===== config.mk =====
export PLATFORM = sky130hd
export DESIGN_NAME = umc_maint_core
export DESIGN_NICKNAME = d
export VERILOG_FILES = /design/src/pkg/umc_pkg.sv /design/src/hdl/umc_maint_core.sv
export VERILOG_INCLUDE_DIRS = /design/src /design/src/pkg
export SDC_FILE = /design/constraint.sdc
export NUM_CORES = 1
export LEC_CHECK = 0
export BUFFER_PORTS_ARGS = -buffer_cell sky130_fd_sc_hd__buf_2
export CORE_ASPECT_RATIO = 0.7
export CORE_MARGIN = 10
export CORE_UTILIZATION = 35
export DETAILED_ROUTE_END_ITERATION = 12
export GPL_TIMING_DRIVEN = 0
export PLACE_DENSITY_LB_ADDON = 0.08
export SYNTH_ARGS = -nofsm -noshare
export SYNTH_HDL_FRONTEND = slang
export SYNTH_SLANG_ARGS = --single-unit

===== constraint.sdc =====
create_clock -name clk -period 5.13 [get_ports clk]
set_input_delay 0 -clock clk [delete_from_list [all_inputs] [get_ports clk]]
set_output_delay 0 -clock clk [all_outputs]
set_load 0.01 [all_outputs]

===== src/pkg/umc_map.svh =====
`ifndef UMC_MAP_SVH
`define UMC_MAP_SVH

// Register byte offsets
`define UMC_OFF_EOC_TX      8'h00
`define UMC_OFF_M4_TX       8'h04
`define UMC_OFF_M56_TX      8'h08
`define UMC_OFF_EOC_RX      8'h0C
`define UMC_OFF_M4_RX       8'h10
`define UMC_OFF_M56_RX      8'h14
`define UMC_OFF_STATUS      8'h18
`define UMC_OFF_CTRL        8'h1C
`define UMC_OFF_LOOP        8'h20

// Status bit positions
`define UMC_ST_EOC          0
`define UMC_ST_M4           1
`define UMC_ST_M56          2
`define UMC_ST_T6           3
`define UMC_ST_T12          4

// Control and loop bit positions
`define UMC_CTRL_AUTO       0
`define UMC_LP_FULL         0
`define UMC_LP_B1           1
`define UMC_LP_B2           2
`define UMC_LP_SIDE         3
`define UMC_LP_RCC          4
`define UMC_LP_NCC          5
`define UMC_LP_ARL          6

// Reset values
`define UMC_RST_EOC_TX      12'h0FF
`define UMC_RST_EOC_RX      12'h0FF
`define UMC_RST_M4          8'hFF
`define UMC_RST_M56         2'b11
`define UMC_RST_CTRL        1'b1

// EOC word fields and codes
`define UMC_ADDR_NT         3'b000
`define UMC_ADDR_BCAST      3'b111
`define UMC_CMD_HOLD        8'h00
`define UMC_CMD_FULL_LOOP   8'h50
`define UMC_CMD_B1_LOOP     8'h51
`define UMC_CMD_B2_LOOP     8'h52
`define UMC_CMD_REQ_BAD_CRC 8'h53
`define UMC_CMD_NOT_BAD_CRC 8'h54
`define UMC_CMD_UNABLE      8'hAA
`define UMC_CMD_RETURN      8'hFF

// Basic frame indices (zero based) carrying the timing events
`define UMC_FRAME_FIRST     3'd0
`define UMC_FRAME_FIFTH     3'd4

// Bus responses
`define UMC_RESP_OKAY       2'b00
`define UMC_RESP_SLVERR     2'b10

`endif


===== src/pkg/umc_pkg.sv =====
package umc_pkg;

  typedef enum logic [3:0] {
    LS_RESET, LS_DEACTIVATED, LS_TRAINING, LS_SYNC1, LS_SYNC2, LS_WAIT_ACT,
    LS_TRANSPARENT, LS_ERROR_ST, LS_PEND_DEAC_ST, LS_PEND_DEAC_U, LS_ANALOG_LOOP,
    LS_TEST
  } umc_line_state_type;

  typedef struct packed {
    logic        awvalid;
    logic [7:0]  awaddr;
    logic        wvalid;
    logic [31:0] wdata;
    logic [3:0]  wstrb;
    logic        bready;
    logic        arvalid;
    logic [7:0]  araddr;
    logic        rready;
  } umc_axi_req_type;

  typedef struct packed {
    logic        awready;
    logic        wready;
    logic        bvalid;
    logic [1:0]  bresp;
    logic        arready;
    logic        rvalid;
    logic [31:0] rdata;
    logic [1:0]  rresp;
  } umc_axi_rsp_type;

  // EOC word: address, data/message indicator, information
  typedef struct packed {
    logic [2:0] addr;
    logic       dm;
    logic [7:0] info;
  } umc_eoc_type;

  typedef struct packed {
    logic full;
    logic b1;
    logic b2;
    logic side;
    logic request_bad_crc_cmd;
    logic notify_bad_crc_cmd;
    logic loop_request_indication;
  } umc_loop_type;

  typedef struct packed {
    logic        sf_active;
    logic        m_normal;
    logic        frame_start;
    logic [2:0]  frame_num;
    logic        eoc_valid;
    umc_eoc_type eoc_word;
    logic        m4_valid;
    logic [7:0]  m4_bits;
    logic        m56_valid;
    logic [1:0]  m56_bits;
  } umc_frm_in_type;

  typedef struct packed {
    umc_eoc_type eoc;
    logic [7:0]  m4;
    logic [1:0]  m56;
  } umc_tx_type;

endpackage : umc_pkg

===== src/hdl/umc_maint_core.sv =====
`timescale 1ns/1ns
// Function
// - Programmed M-bits only when normal, else ones
// - Receive enabled only in listed line states
// - Reset receive bits on entering enabled state
// - Received maintenance information raises interrupt
// - Timing events in basic frames 1, 5
// - M4, M5/M6 writes sent next superframe
// - Each receive register has own flag
// - Receive flags only on value change
// - All flags in one status register
// - EOC word: address, indicator, eight info bits
// - Address 000 NT, 111 broadcast, else repeater
// - Indicator one message, zero numerical data
// - Code 50 full loop, auto loop request
// - Code 51 B1 loop, set side select
// - Code 52 B2 loop, set side select
// - Code 53 invert CRCs, hold error state
// - Code 54 disable near-end error counters
// - Code FF releases commands, resets transmit
// - Hold no change; hold for foreign address
// - Undefined command or data: unable-to-comply
// - Valid addressed command echoed back, except FF
`include "umc_map.svh"
module umc_maint_core (
  input  wire logic                        clk,
  input  wire logic                        rst_n,
  input  wire umc_pkg::umc_axi_req_type    axi_req,
  output      umc_pkg::umc_axi_rsp_type    axi_rsp,
  input  wire umc_pkg::umc_line_state_type line_state,
  input  wire umc_pkg::umc_frm_in_type     frm_in,
  output      umc_pkg::umc_tx_type         tx_mbits,
  output      umc_pkg::umc_loop_type       loop_ctl,
  output      logic                        irq
);
  import umc_pkg::*;

  typedef struct packed {
    umc_axi_rsp_type rsp;
    logic            aw_held;
    logic [7:0]      aw_addr;
    logic            w_held;
    logic [31:0]     w_data;
    umc_eoc_type     eoc_tx_r;
    logic [7:0]      m4_tx_r;
    logic [1:0]      m56_tx_r;
    umc_eoc_type     eoc_sh_r;
    logic [7:0]      m4_sh_r;
    logic [1:0]      m56_sh_r;
    umc_eoc_type     eoc_rx_r;
    logic [7:0]      m4_rx_r;
    logic [1:0]      m56_rx_r;
    logic [4:0]      status_r;
    logic            auto_r;
    logic            rx_en_r;
    umc_loop_type    loop_r;
    umc_tx_type      tx_r;
    logic            irq_r;
  } umc_state_type;

  umc_state_type st_r;
  umc_state_type st_nxt;

  function automatic logic rx_state_ok(input umc_line_state_type s);
    rx_state_ok = (s == LS_SYNC1) || (s == LS_SYNC2) || (s == LS_WAIT_ACT) ||
                  (s == LS_TRANSPARENT) || (s == LS_ERROR_ST) || (s == LS_PEND_DEAC_ST) ||
                  (s == LS_PEND_DEAC_U) || (s == LS_ANALOG_LOOP);
  endfunction : rx_state_ok

  function automatic logic cmd_defined(input logic [7:0] c);
    cmd_defined = (c == `UMC_CMD_HOLD) || (c == `UMC_CMD_FULL_LOOP) || (c == `UMC_CMD_B1_LOOP) ||
                  (c == `UMC_CMD_B2_LOOP) || (c == `UMC_CMD_REQ_BAD_CRC) ||
                  (c == `UMC_CMD_NOT_BAD_CRC) || (c == `UMC_CMD_RETURN);
  endfunction : cmd_defined

  function automatic logic addr_ours(input logic [2:0] a);
    addr_ours = (a == `UMC_ADDR_NT) || (a == `UMC_ADDR_BCAST);
  endfunction : addr_ours

  function automatic logic [31:0] read_mux(input umc_state_type s, input logic [7:0] a);
    read_mux = 32'h0000_0000;
    if (a == `UMC_OFF_EOC_TX)
      read_mux = {20'h0_0000, s.eoc_tx_r};
    else if (a == `UMC_OFF_M4_TX)
      read_mux = {24'h00_0000, s.m4_tx_r};
    else if (a == `UMC_OFF_M56_TX)
      read_mux = {30'h0000_0000, s.m56_tx_r};
    else if (a == `UMC_OFF_EOC_RX)
      read_mux = {20'h0_0000, s.eoc_rx_r};
    else if (a == `UMC_OFF_M4_RX)
      read_mux = {24'h00_0000, s.m4_rx_r};
    else if (a == `UMC_OFF_M56_RX)
      read_mux = {30'h0000_0000, s.m56_rx_r};
    else if (a == `UMC_OFF_STATUS)
      read_mux = {27'h000_0000, s.status_r};
    else if (a == `UMC_OFF_CTRL)
      read_mux = {31'h0000_0000, s.auto_r};
    else if (a == `UMC_OFF_LOOP)
      read_mux = {25'h000_0000, s.loop_r.loop_request_indication, s.loop_r.notify_bad_crc_cmd, s.loop_r.request_bad_crc_cmd, s.loop_r.side,
                  s.loop_r.b2, s.loop_r.b1, s.loop_r.full};
  endfunction : read_mux

  function automatic logic addr_mapped(input logic [7:0] a);
    addr_mapped = (a == `UMC_OFF_EOC_TX) || (a == `UMC_OFF_M4_TX) || (a == `UMC_OFF_M56_TX) ||
                  (a == `UMC_OFF_EOC_RX) || (a == `UMC_OFF_M4_RX) || (a == `UMC_OFF_M56_RX) ||
                  (a == `UMC_OFF_STATUS) || (a == `UMC_OFF_CTRL) || (a == `UMC_OFF_LOOP);
  endfunction : addr_mapped

  always_comb
  begin
    logic        rx_now;
    logic        rx_entry;
    logic        do_wr;
    logic [4:0]  set_bits;
    logic [4:0]  clr_bits;
    umc_eoc_type w;
    st_nxt   = st_r;
    rx_now   = rx_state_ok(line_state);
    rx_entry = rx_now && !st_r.rx_en_r;
    set_bits = 5'h00;
    clr_bits = 5'h00;
    w        = frm_in.eoc_word;
    do_wr    = 1'b0;
    st_nxt.rx_en_r = rx_now;

    // Bus write path: address and data in either order
    if (axi_req.awvalid && st_r.rsp.awready)
    begin
      st_nxt.aw_held = 1'b1;
      st_nxt.aw_addr = axi_req.awaddr;
    end
    if (axi_req.wvalid && st_r.rsp.wready)
    begin
      st_nxt.w_held = 1'b1;
      st_nxt.w_data = axi_req.wdata;
    end
    if (st_r.rsp.bvalid && axi_req.bready)
      st_nxt.rsp.bvalid = 1'b0;
    do_wr = st_r.aw_held && st_r.w_held && !st_r.rsp.bvalid;
    if (do_wr)
    begin
      st_nxt.aw_held     = 1'b0;
      st_nxt.w_held      = 1'b0;
      st_nxt.rsp.bvalid  = 1'b1;
      st_nxt.rsp.bresp   = addr_mapped(st_r.aw_addr) ? `UMC_RESP_OKAY : `UMC_RESP_SLVERR;
      if (st_r.aw_addr == `UMC_OFF_EOC_TX)
        st_nxt.eoc_tx_r = st_r.w_data[11:0];
      else if (st_r.aw_addr == `UMC_OFF_M4_TX)
        st_nxt.m4_tx_r = st_r.w_data[7:0];
      else if (st_r.aw_addr == `UMC_OFF_M56_TX)
        st_nxt.m56_tx_r = st_r.w_data[1:0];
      else if (st_r.aw_addr == `UMC_OFF_STATUS)
        clr_bits = st_r.w_data[4:0];
      else if (st_r.aw_addr == `UMC_OFF_CTRL)
        st_nxt.auto_r = st_r.w_data[`UMC_CTRL_AUTO];
    end
    st_nxt.rsp.awready = !st_nxt.aw_held && !st_nxt.rsp.bvalid;
    st_nxt.rsp.wready  = !st_nxt.w_held && !st_nxt.rsp.bvalid;

    // Bus read path
    if (st_r.rsp.rvalid && axi_req.rready)
      st_nxt.rsp.rvalid = 1'b0;
    if (axi_req.arvalid && st_r.rsp.arready)
    begin
      st_nxt.rsp.rvalid = 1'b1;
      st_nxt.rsp.rdata  = read_mux(st_r, axi_req.araddr);
      st_nxt.rsp.rresp  = addr_mapped(axi_req.araddr) ? `UMC_RESP_OKAY : `UMC_RESP_SLVERR;
    end
    st_nxt.rsp.arready = !st_nxt.rsp.rvalid;

    // Superframe timing and transmit shadow loads
    if (frm_in.frame_start && frm_in.frame_num == `UMC_FRAME_FIRST)
    begin
      set_bits[`UMC_ST_T6]  = 1'b1;
      set_bits[`UMC_ST_T12] = 1'b1;
      st_nxt.m4_sh_r  = st_nxt.m4_tx_r;
      st_nxt.m56_sh_r = st_nxt.m56_tx_r;
      st_nxt.eoc_sh_r = st_nxt.eoc_tx_r;
    end
    else if (frm_in.frame_start && frm_in.frame_num == `UMC_FRAME_FIFTH)
    begin
      set_bits[`UMC_ST_T6] = 1'b1;
      st_nxt.eoc_sh_r = st_nxt.eoc_tx_r;
    end

    // Receive path
    if (rx_entry)
    begin
      st_nxt.eoc_rx_r = `UMC_RST_EOC_RX;
      st_nxt.m4_rx_r  = `UMC_RST_M4;
      st_nxt.m56_rx_r = `UMC_RST_M56;
    end
    else if (rx_now)
    begin
      if (frm_in.m4_valid && frm_in.m4_bits != st_r.m4_rx_r)
      begin
        st_nxt.m4_rx_r      = frm_in.m4_bits;
        set_bits[`UMC_ST_M4] = 1'b1;
      end
      if (frm_in.m56_valid && frm_in.m56_bits != st_r.m56_rx_r)
      begin
        st_nxt.m56_rx_r      = frm_in.m56_bits;
        set_bits[`UMC_ST_M56] = 1'b1;
      end
      if (frm_in.eoc_valid)
      begin
        if (w != st_r.eoc_rx_r)
        begin
          st_nxt.eoc_rx_r       = w;
          set_bits[`UMC_ST_EOC] = 1'b1;
        end
        if (st_r.auto_r)
        begin
          if (!addr_ours(w.addr))
            st_nxt.eoc_tx_r = {`UMC_ADDR_NT, 1'b1, `UMC_CMD_HOLD};
          else if (!w.dm || !cmd_defined(w.info))
            st_nxt.eoc_tx_r = {`UMC_ADDR_NT, 1'b1, `UMC_CMD_UNABLE};
          else
          begin
            st_nxt.eoc_tx_r = w;
            case (w.info)
              `UMC_CMD_FULL_LOOP:
              begin
                st_nxt.loop_r.full = 1'b1;
                st_nxt.loop_r.loop_request_indication  = 1'b1;
              end
              `UMC_CMD_B1_LOOP:
              begin
                st_nxt.loop_r.b1   = 1'b1;
                st_nxt.loop_r.side = 1'b1;
              end
              `UMC_CMD_B2_LOOP:
              begin
                st_nxt.loop_r.b2   = 1'b1;
                st_nxt.loop_r.side = 1'b1;
              end
              `UMC_CMD_REQ_BAD_CRC:
                st_nxt.loop_r.request_bad_crc_cmd = 1'b1;
              `UMC_CMD_NOT_BAD_CRC:
                st_nxt.loop_r.notify_bad_crc_cmd = 1'b1;
              `UMC_CMD_RETURN:
              begin
                st_nxt.loop_r   = '0;
                st_nxt.eoc_tx_r = `UMC_RST_EOC_TX;
              end
              default:
                st_nxt.loop_r = st_r.loop_r;
            endcase
          end
        end
      end
    end

    // Sticky flags: set wins over clear
    st_nxt.status_r = (st_r.status_r & ~clr_bits) | set_bits;
    st_nxt.irq_r    = |st_nxt.status_r;

    // Transmit clamp
    if (frm_in.sf_active && frm_in.m_normal)
      st_nxt.tx_r = {st_nxt.eoc_sh_r, st_nxt.m4_sh_r, st_nxt.m56_sh_r};
    else
      st_nxt.tx_r = '1;
  end

  always_ff @(posedge clk or negedge rst_n)
  begin
    if (!rst_n)
    begin
      st_r             <= '0;
      st_r.eoc_tx_r    <= `UMC_RST_EOC_TX;
      st_r.m4_tx_r     <= `UMC_RST_M4;
      st_r.m56_tx_r    <= `UMC_RST_M56;
      st_r.eoc_sh_r    <= `UMC_RST_EOC_TX;
      st_r.m4_sh_r     <= `UMC_RST_M4;
      st_r.m56_sh_r    <= `UMC_RST_M56;
      st_r.eoc_rx_r    <= `UMC_RST_EOC_RX;
      st_r.m4_rx_r     <= `UMC_RST_M4;
      st_r.m56_rx_r    <= `UMC_RST_M56;
      st_r.auto_r      <= `UMC_RST_CTRL;
      st_r.tx_r        <= '1;
      st_r.rsp.awready <= 1'b1;
      st_r.rsp.wready  <= 1'b1;
      st_r.rsp.arready <= 1'b1;
    end
    else
      st_r <= st_nxt;
  end

  assign axi_rsp  = st_r.rsp;
  assign tx_mbits = st_r.tx_r;
  assign loop_ctl = st_r.loop_r;
  assign irq      = st_r.irq_r;
endmodule : umc_maint_core


After elaboration in Yosys (flattened, before gate mapping)
Cells that the tools add are included.
{ "word_totals": {"reg_bits": 185, "input_bits": 94} }
{ "classes": {"n_eq_ne": 35, "muxes": 62, "bitwise_logic": 9, "reduce_logical": 82} }
{ "op_table": {"columns": ["cell", "n"], "rows": [
  ["2-to-1 mux 12 bit", 16],
  ["2-to-1 mux 22 bit", 4],
  ["equality test 8 x 5 -> 1 bit, second input constant", 8],
  ["AND reduction 7 bit", 6],
  ["equality test 8 x 7 -> 1 bit, second input constant", 5],
  ["2-to-1 mux 35 bit", 1],
  ["2-to-1 mux 33 bit", 1],
  ["equality test 8 x 4 -> 1 bit, second input constant", 4],
  ["logical OR 1 bit", 31],
  ["2-to-1 mux 7 bit", 4],
  ["2-to-1 mux 5 bit", 5],
  ["zero test 8 bit", 3],
  ["2-to-1 mux 8 bit", 3],
  ["nonzero test 2 bit", 11],
  ["2-to-1 mux 10 bit", 2],
  ["equality test 4 x 3 -> 1 bit, second input constant", 4],
  ["equality test 8 x 3 -> 1 bit, second input constant", 2],
  ["equality test 8 x 6 -> 1 bit, second input constant", 2],
  ["logical AND 1 bit", 15],
  ["equality test 4 bit, second input constant", 3],
  ["!= test 12 bit", 1],
  ["case mux 1 bit (2 select lines)", 6],
  ["2-to-1 mux 1 bit", 11],
  ["2-to-1 mux 2 bit", 5],
  ["18 further kinds", 35]
]} }

Depth between registers and ports, before layout
{ "logic_depth": {"word_depth": 15, "depth_mapped": 7, "mapped_depth_nobuf": 6} }

Worst setup path after synthesis
Ideal clock, no wire load.
{ "synth_path": {"kind": "register to register", "from": "reg st_r[42] (netlist bit)", "to": "reg st_r (netlist bit irq)", "arrival_ns": 1.877, "required_ns": 4.992, "slack_ns": 3.115, "path_stages_with_launch": 6, "n_path_buf": 0, "path_cell_list": "dfstp_2 -> xnor2_1 -> nand4_1 -> o2111ai_1 -> nand3b_1 -> or4b_1"} }
{ "synth_rtl": {"columns": ["item", "line_no", "source"], "rows": [
  ["start: declaration", "umc_maint_core.sv:61", "umc_state_type st_r;"],
  ["start signal: assignment", "umc_maint_core.sv:286", "st_r <= st_nxt;"]
]} }

==> results.sh <==
export IMPL_crit_path_end_kind="flop"
export IMPL_crit_path_start_kind="flop"
export IMPL_power_leakage_nw=4.04
export IMPL_fmax_mhz=417
export IMPL_reg2reg_to="irq$_DFF_PN0_"
export IMPL_vias=5466
export IMPL_die_area_um2=26600
export IMPL_grtUsageTotal_pct=15.6
export IMPL_synthesis_area_um2=7130
export IMPL_area_growth_pct=29.5
export IMPL_clock_path_buffers=2
export IMPL_fin_cells=1127
export IMPL_cp_max_fo=10
export IMPL_finalHoldViolations=0
export IMPL_yosysWarnings=0
export IMPL_coreArea_um2=19900
export IMPL_final_util_pct=46.4
export IMPL_detail_route_vias_per_cell=4.85
export IMPL_setup_viol=0
export IMPL_slowest_stage="o2111ai_1"
export IMPL_rows=43
export IMPL_dp_final_hpwl_um=15700
export IMPL_antenna_cells=0
export IMPL_drc_errors=0
export IMPL_wl_per_cell_um=18.1
export IMPL_setup_tns_final_ns=0
export IMPL_port_buffers=113
export IMPL_criticalPathCategory="flop to flop"
export IMPL_finalCritPeriodShare_pct=46.7
export IMPL_synth_avg_cell_area_um2=11.1
export IMPL_antenna_found_initial=1
export IMPL_drive_gt1_share_pct=43.6
export IMPL_critPathMaxStageDelay_ns=0.72
export IMPL_worstRegToRegCells=5
export IMPL_max_cap_viol_count=0
export IMPL_synth_edf_count=0
export IMPL_min_period_ns=2.40
export IMPL_gp_congestion=0.821
export IMPL_worst_slack_ns=2.73
export IMPL_drv_slew=0
export IMPL_ant_nets=0
export IMPL_outcome="finished, final reports clean"
export IMPL_startpoint="st_r[41]$_DFFE_PN1P_"
export IMPL_h_tree_depth=4
export IMPL_ir_drop_uv=233
export IMPL_r2r_start="st_r[41]$_DFFE_PN1P_"
export IMPL_drt_iter0_drc=325
export IMPL_powerDensity_nw_per_um2=401
export IMPL_cts_made_buffers=17
export IMPL_clock_latency_ns=0.42
export IMPL_tightest_slew_ns=1.17
export IMPL_hold_buffers=50
export IMPL_hold_path_class="input port to flop"
export IMPL_fin_nets=938
export IMPL_power_mw=3.70
export IMPL_cp_cell_sequence="xnor2_1 -> nand4_1 -> o2111ai_1 -> nand3b_1 -> or4b_1"
export IMPL_finClkSkew_ns=0.0101
export IMPL_clkTransAtPathRegs_ns=0.06
export IMPL_cp_arrival_ns=2.68
export IMPL_post_place_ws_ns=2.78
export IMPL_rsz0062_at_grt="false"
export IMPL_die_h_um=139
export IMPL_ys_ff_latch=143
export IMPL_synth_seq_area_share_pct=51.6
export IMPL_cts_resized=0
export IMPL_yosys_most_used_dff="dfstp_2"
export IMPL_die_w_um=191
export IMPL_crit_path_end="irq$_DFF_PN0_"
export IMPL_max_slew_margin_pct=21.7
export IMPL_critical_path_depth=5
export IMPL_grt_pass1_wl_um=32700
export IMPL_cts_root_buf="clkbuf_16"
export IMPL_synthCells=640
export IMPL_first_pass_iters=5
export IMPL_path_delay_family="simple AND/OR/NAND/NOR gates"
export IMPL_regToRegSetupSlack_ns=2.73
export IMPL_ys_types=69
export IMPL_cts_tree="done"
export IMPL_async_flop_share_pct=100
export IMPL_cts_sinks=143
export IMPL_grt_pass1_vias=5870
export IMPL_gr_total_overflow=0
export IMPL_worstPathRequired_ns=5.41
export IMPL_cts_setup_buffers=0
export IMPL_path_buf_inv=0
export IMPL_dp_cells=1045
export IMPL_ios=165
export IMPL_start_util_pct=35.8
export IMPL_grt_start_max_net_pins=89
export IMPL_drt_total_wl_um=20400
worst register-to-register path: stages, from the launching register on:
cell       delay (ns)
dfstp_2          0.58
xnor2_1          0.14
nand4_1          0.13
o2111ai_1        0.72
nand3b_1         0.15
or4b_1           0.54
layout make-up:
type	instances	area (um^2)
well taps	270	338
flip-flops and latches	143	3680
inverters	18	67.6
plain buffers	97	648
repair buffers	164	1100
clock inverters	14	159
multi-input cells	403	2820
clock buffers	18	429
fillers	1895	10700
registers in the layout, summed over array words and instances (netlist names):
signal,flops
st_r,95
loop_ctl,6
irq,1
axi_rsp,19
tx_mbits,22
kinds of logic after synthesis:
family	after synthesis	synth area share [%]
compound gates	124	11.9
xor+xnor	24	2.95
buf+inv	115	10.0
mux	57	8.83
other cells	1	0.0526
flops	143	51.6
simple gates	176	14.6
report_power, final:
group / internal, mW / switching (mW) / total (mW)
combinational: 0.403 / 0.370 / 0.773
clock: 0.726 / 0.516 / 1.24
sequential: 1.47 / 0.215 / 1.69
total: 2.60 / 1.10 / 3.70
Yosys cell counts (7+ instances only):
cell type,n,area (um^2)
mux2i_1,13,130
o22a_1,10,87.6
dfrtp_1,63,1580
nand4_1,11,68.8
mux2_2,43,484
xor2_1,16,140
nand2_1,40,150
clkbuf_1,15,56.3
o21ai_0,39,195
nand3_1,10,50.1
o22ai_1,8,50.1
or2_2,12,75.1
xnor2_1,8,70.1
buf_2,7,35.0
nand2b_1,13,81.3
nor3_1,15,75.1
a22oi_1,8,60.1
dfstp_2,80,2100
inv_1,18,67.6
buf_4,71,533
nor2_1,20,75.1
a21oi_1,12,60.1
o32a_1,8,80.1
per-layer routing:
layer / global-route usage (%) / part of all wire, % / up-vias
li1: - / - / 2611
met1: 21.4 / 48 / 2678
met2: 23.8 / 45 / 154
met3: 3.64 / 6.0 / 21
met4: 4.96 / 1.2 / 2
met5: 0 / 0.083 / -
how the worst min path moves through the flow:
stage,from,to,slack [ns],cells after the start
2_1_floorplan,rst_n,axi_rsp[10]$_DFFE_PN0P_,-0.30,0
3_3_place_gp,axi_req[56],axi_rsp[40]$_DFF_PN1_,0.17,2
3_5_place_dp,rst_n,st_r[34]$_DFF_PN0_,0.12,1
4_1_cts,frm_in[2],st_r[34]$_DFF_PN0_,0.004,4
5_1_grt,frm_in[2],st_r[38]$_DFFE_PN1P_,0.06,4
6_report,frm_in[2],st_r[34]$_DFF_PN0_,0.01,4
cell usage in the layout (no fill, tap or decap), drive strengths merged, types with 18 or more instances in the layout:
cell type	n
dfstp	80
nor2	21
clkbuf	34
nand2	40
mux2	44
dfrtp	63
dlygate4sd3	50
o21ai	39
inv	23
buf	195
conb	22
nor3	18
per-stage QoR:
stage | hold WS [ns] | instance area, um^2
floorplan | -0.296 | 7210
global placement | 0.172 | 8110
detailed placement | 0.116 | 8150
CTS | 0.00386 | 9240
global route | 0.0562 | 9240
finish | 0.0143 | 9240
Power figures use the tool's default switching activity.
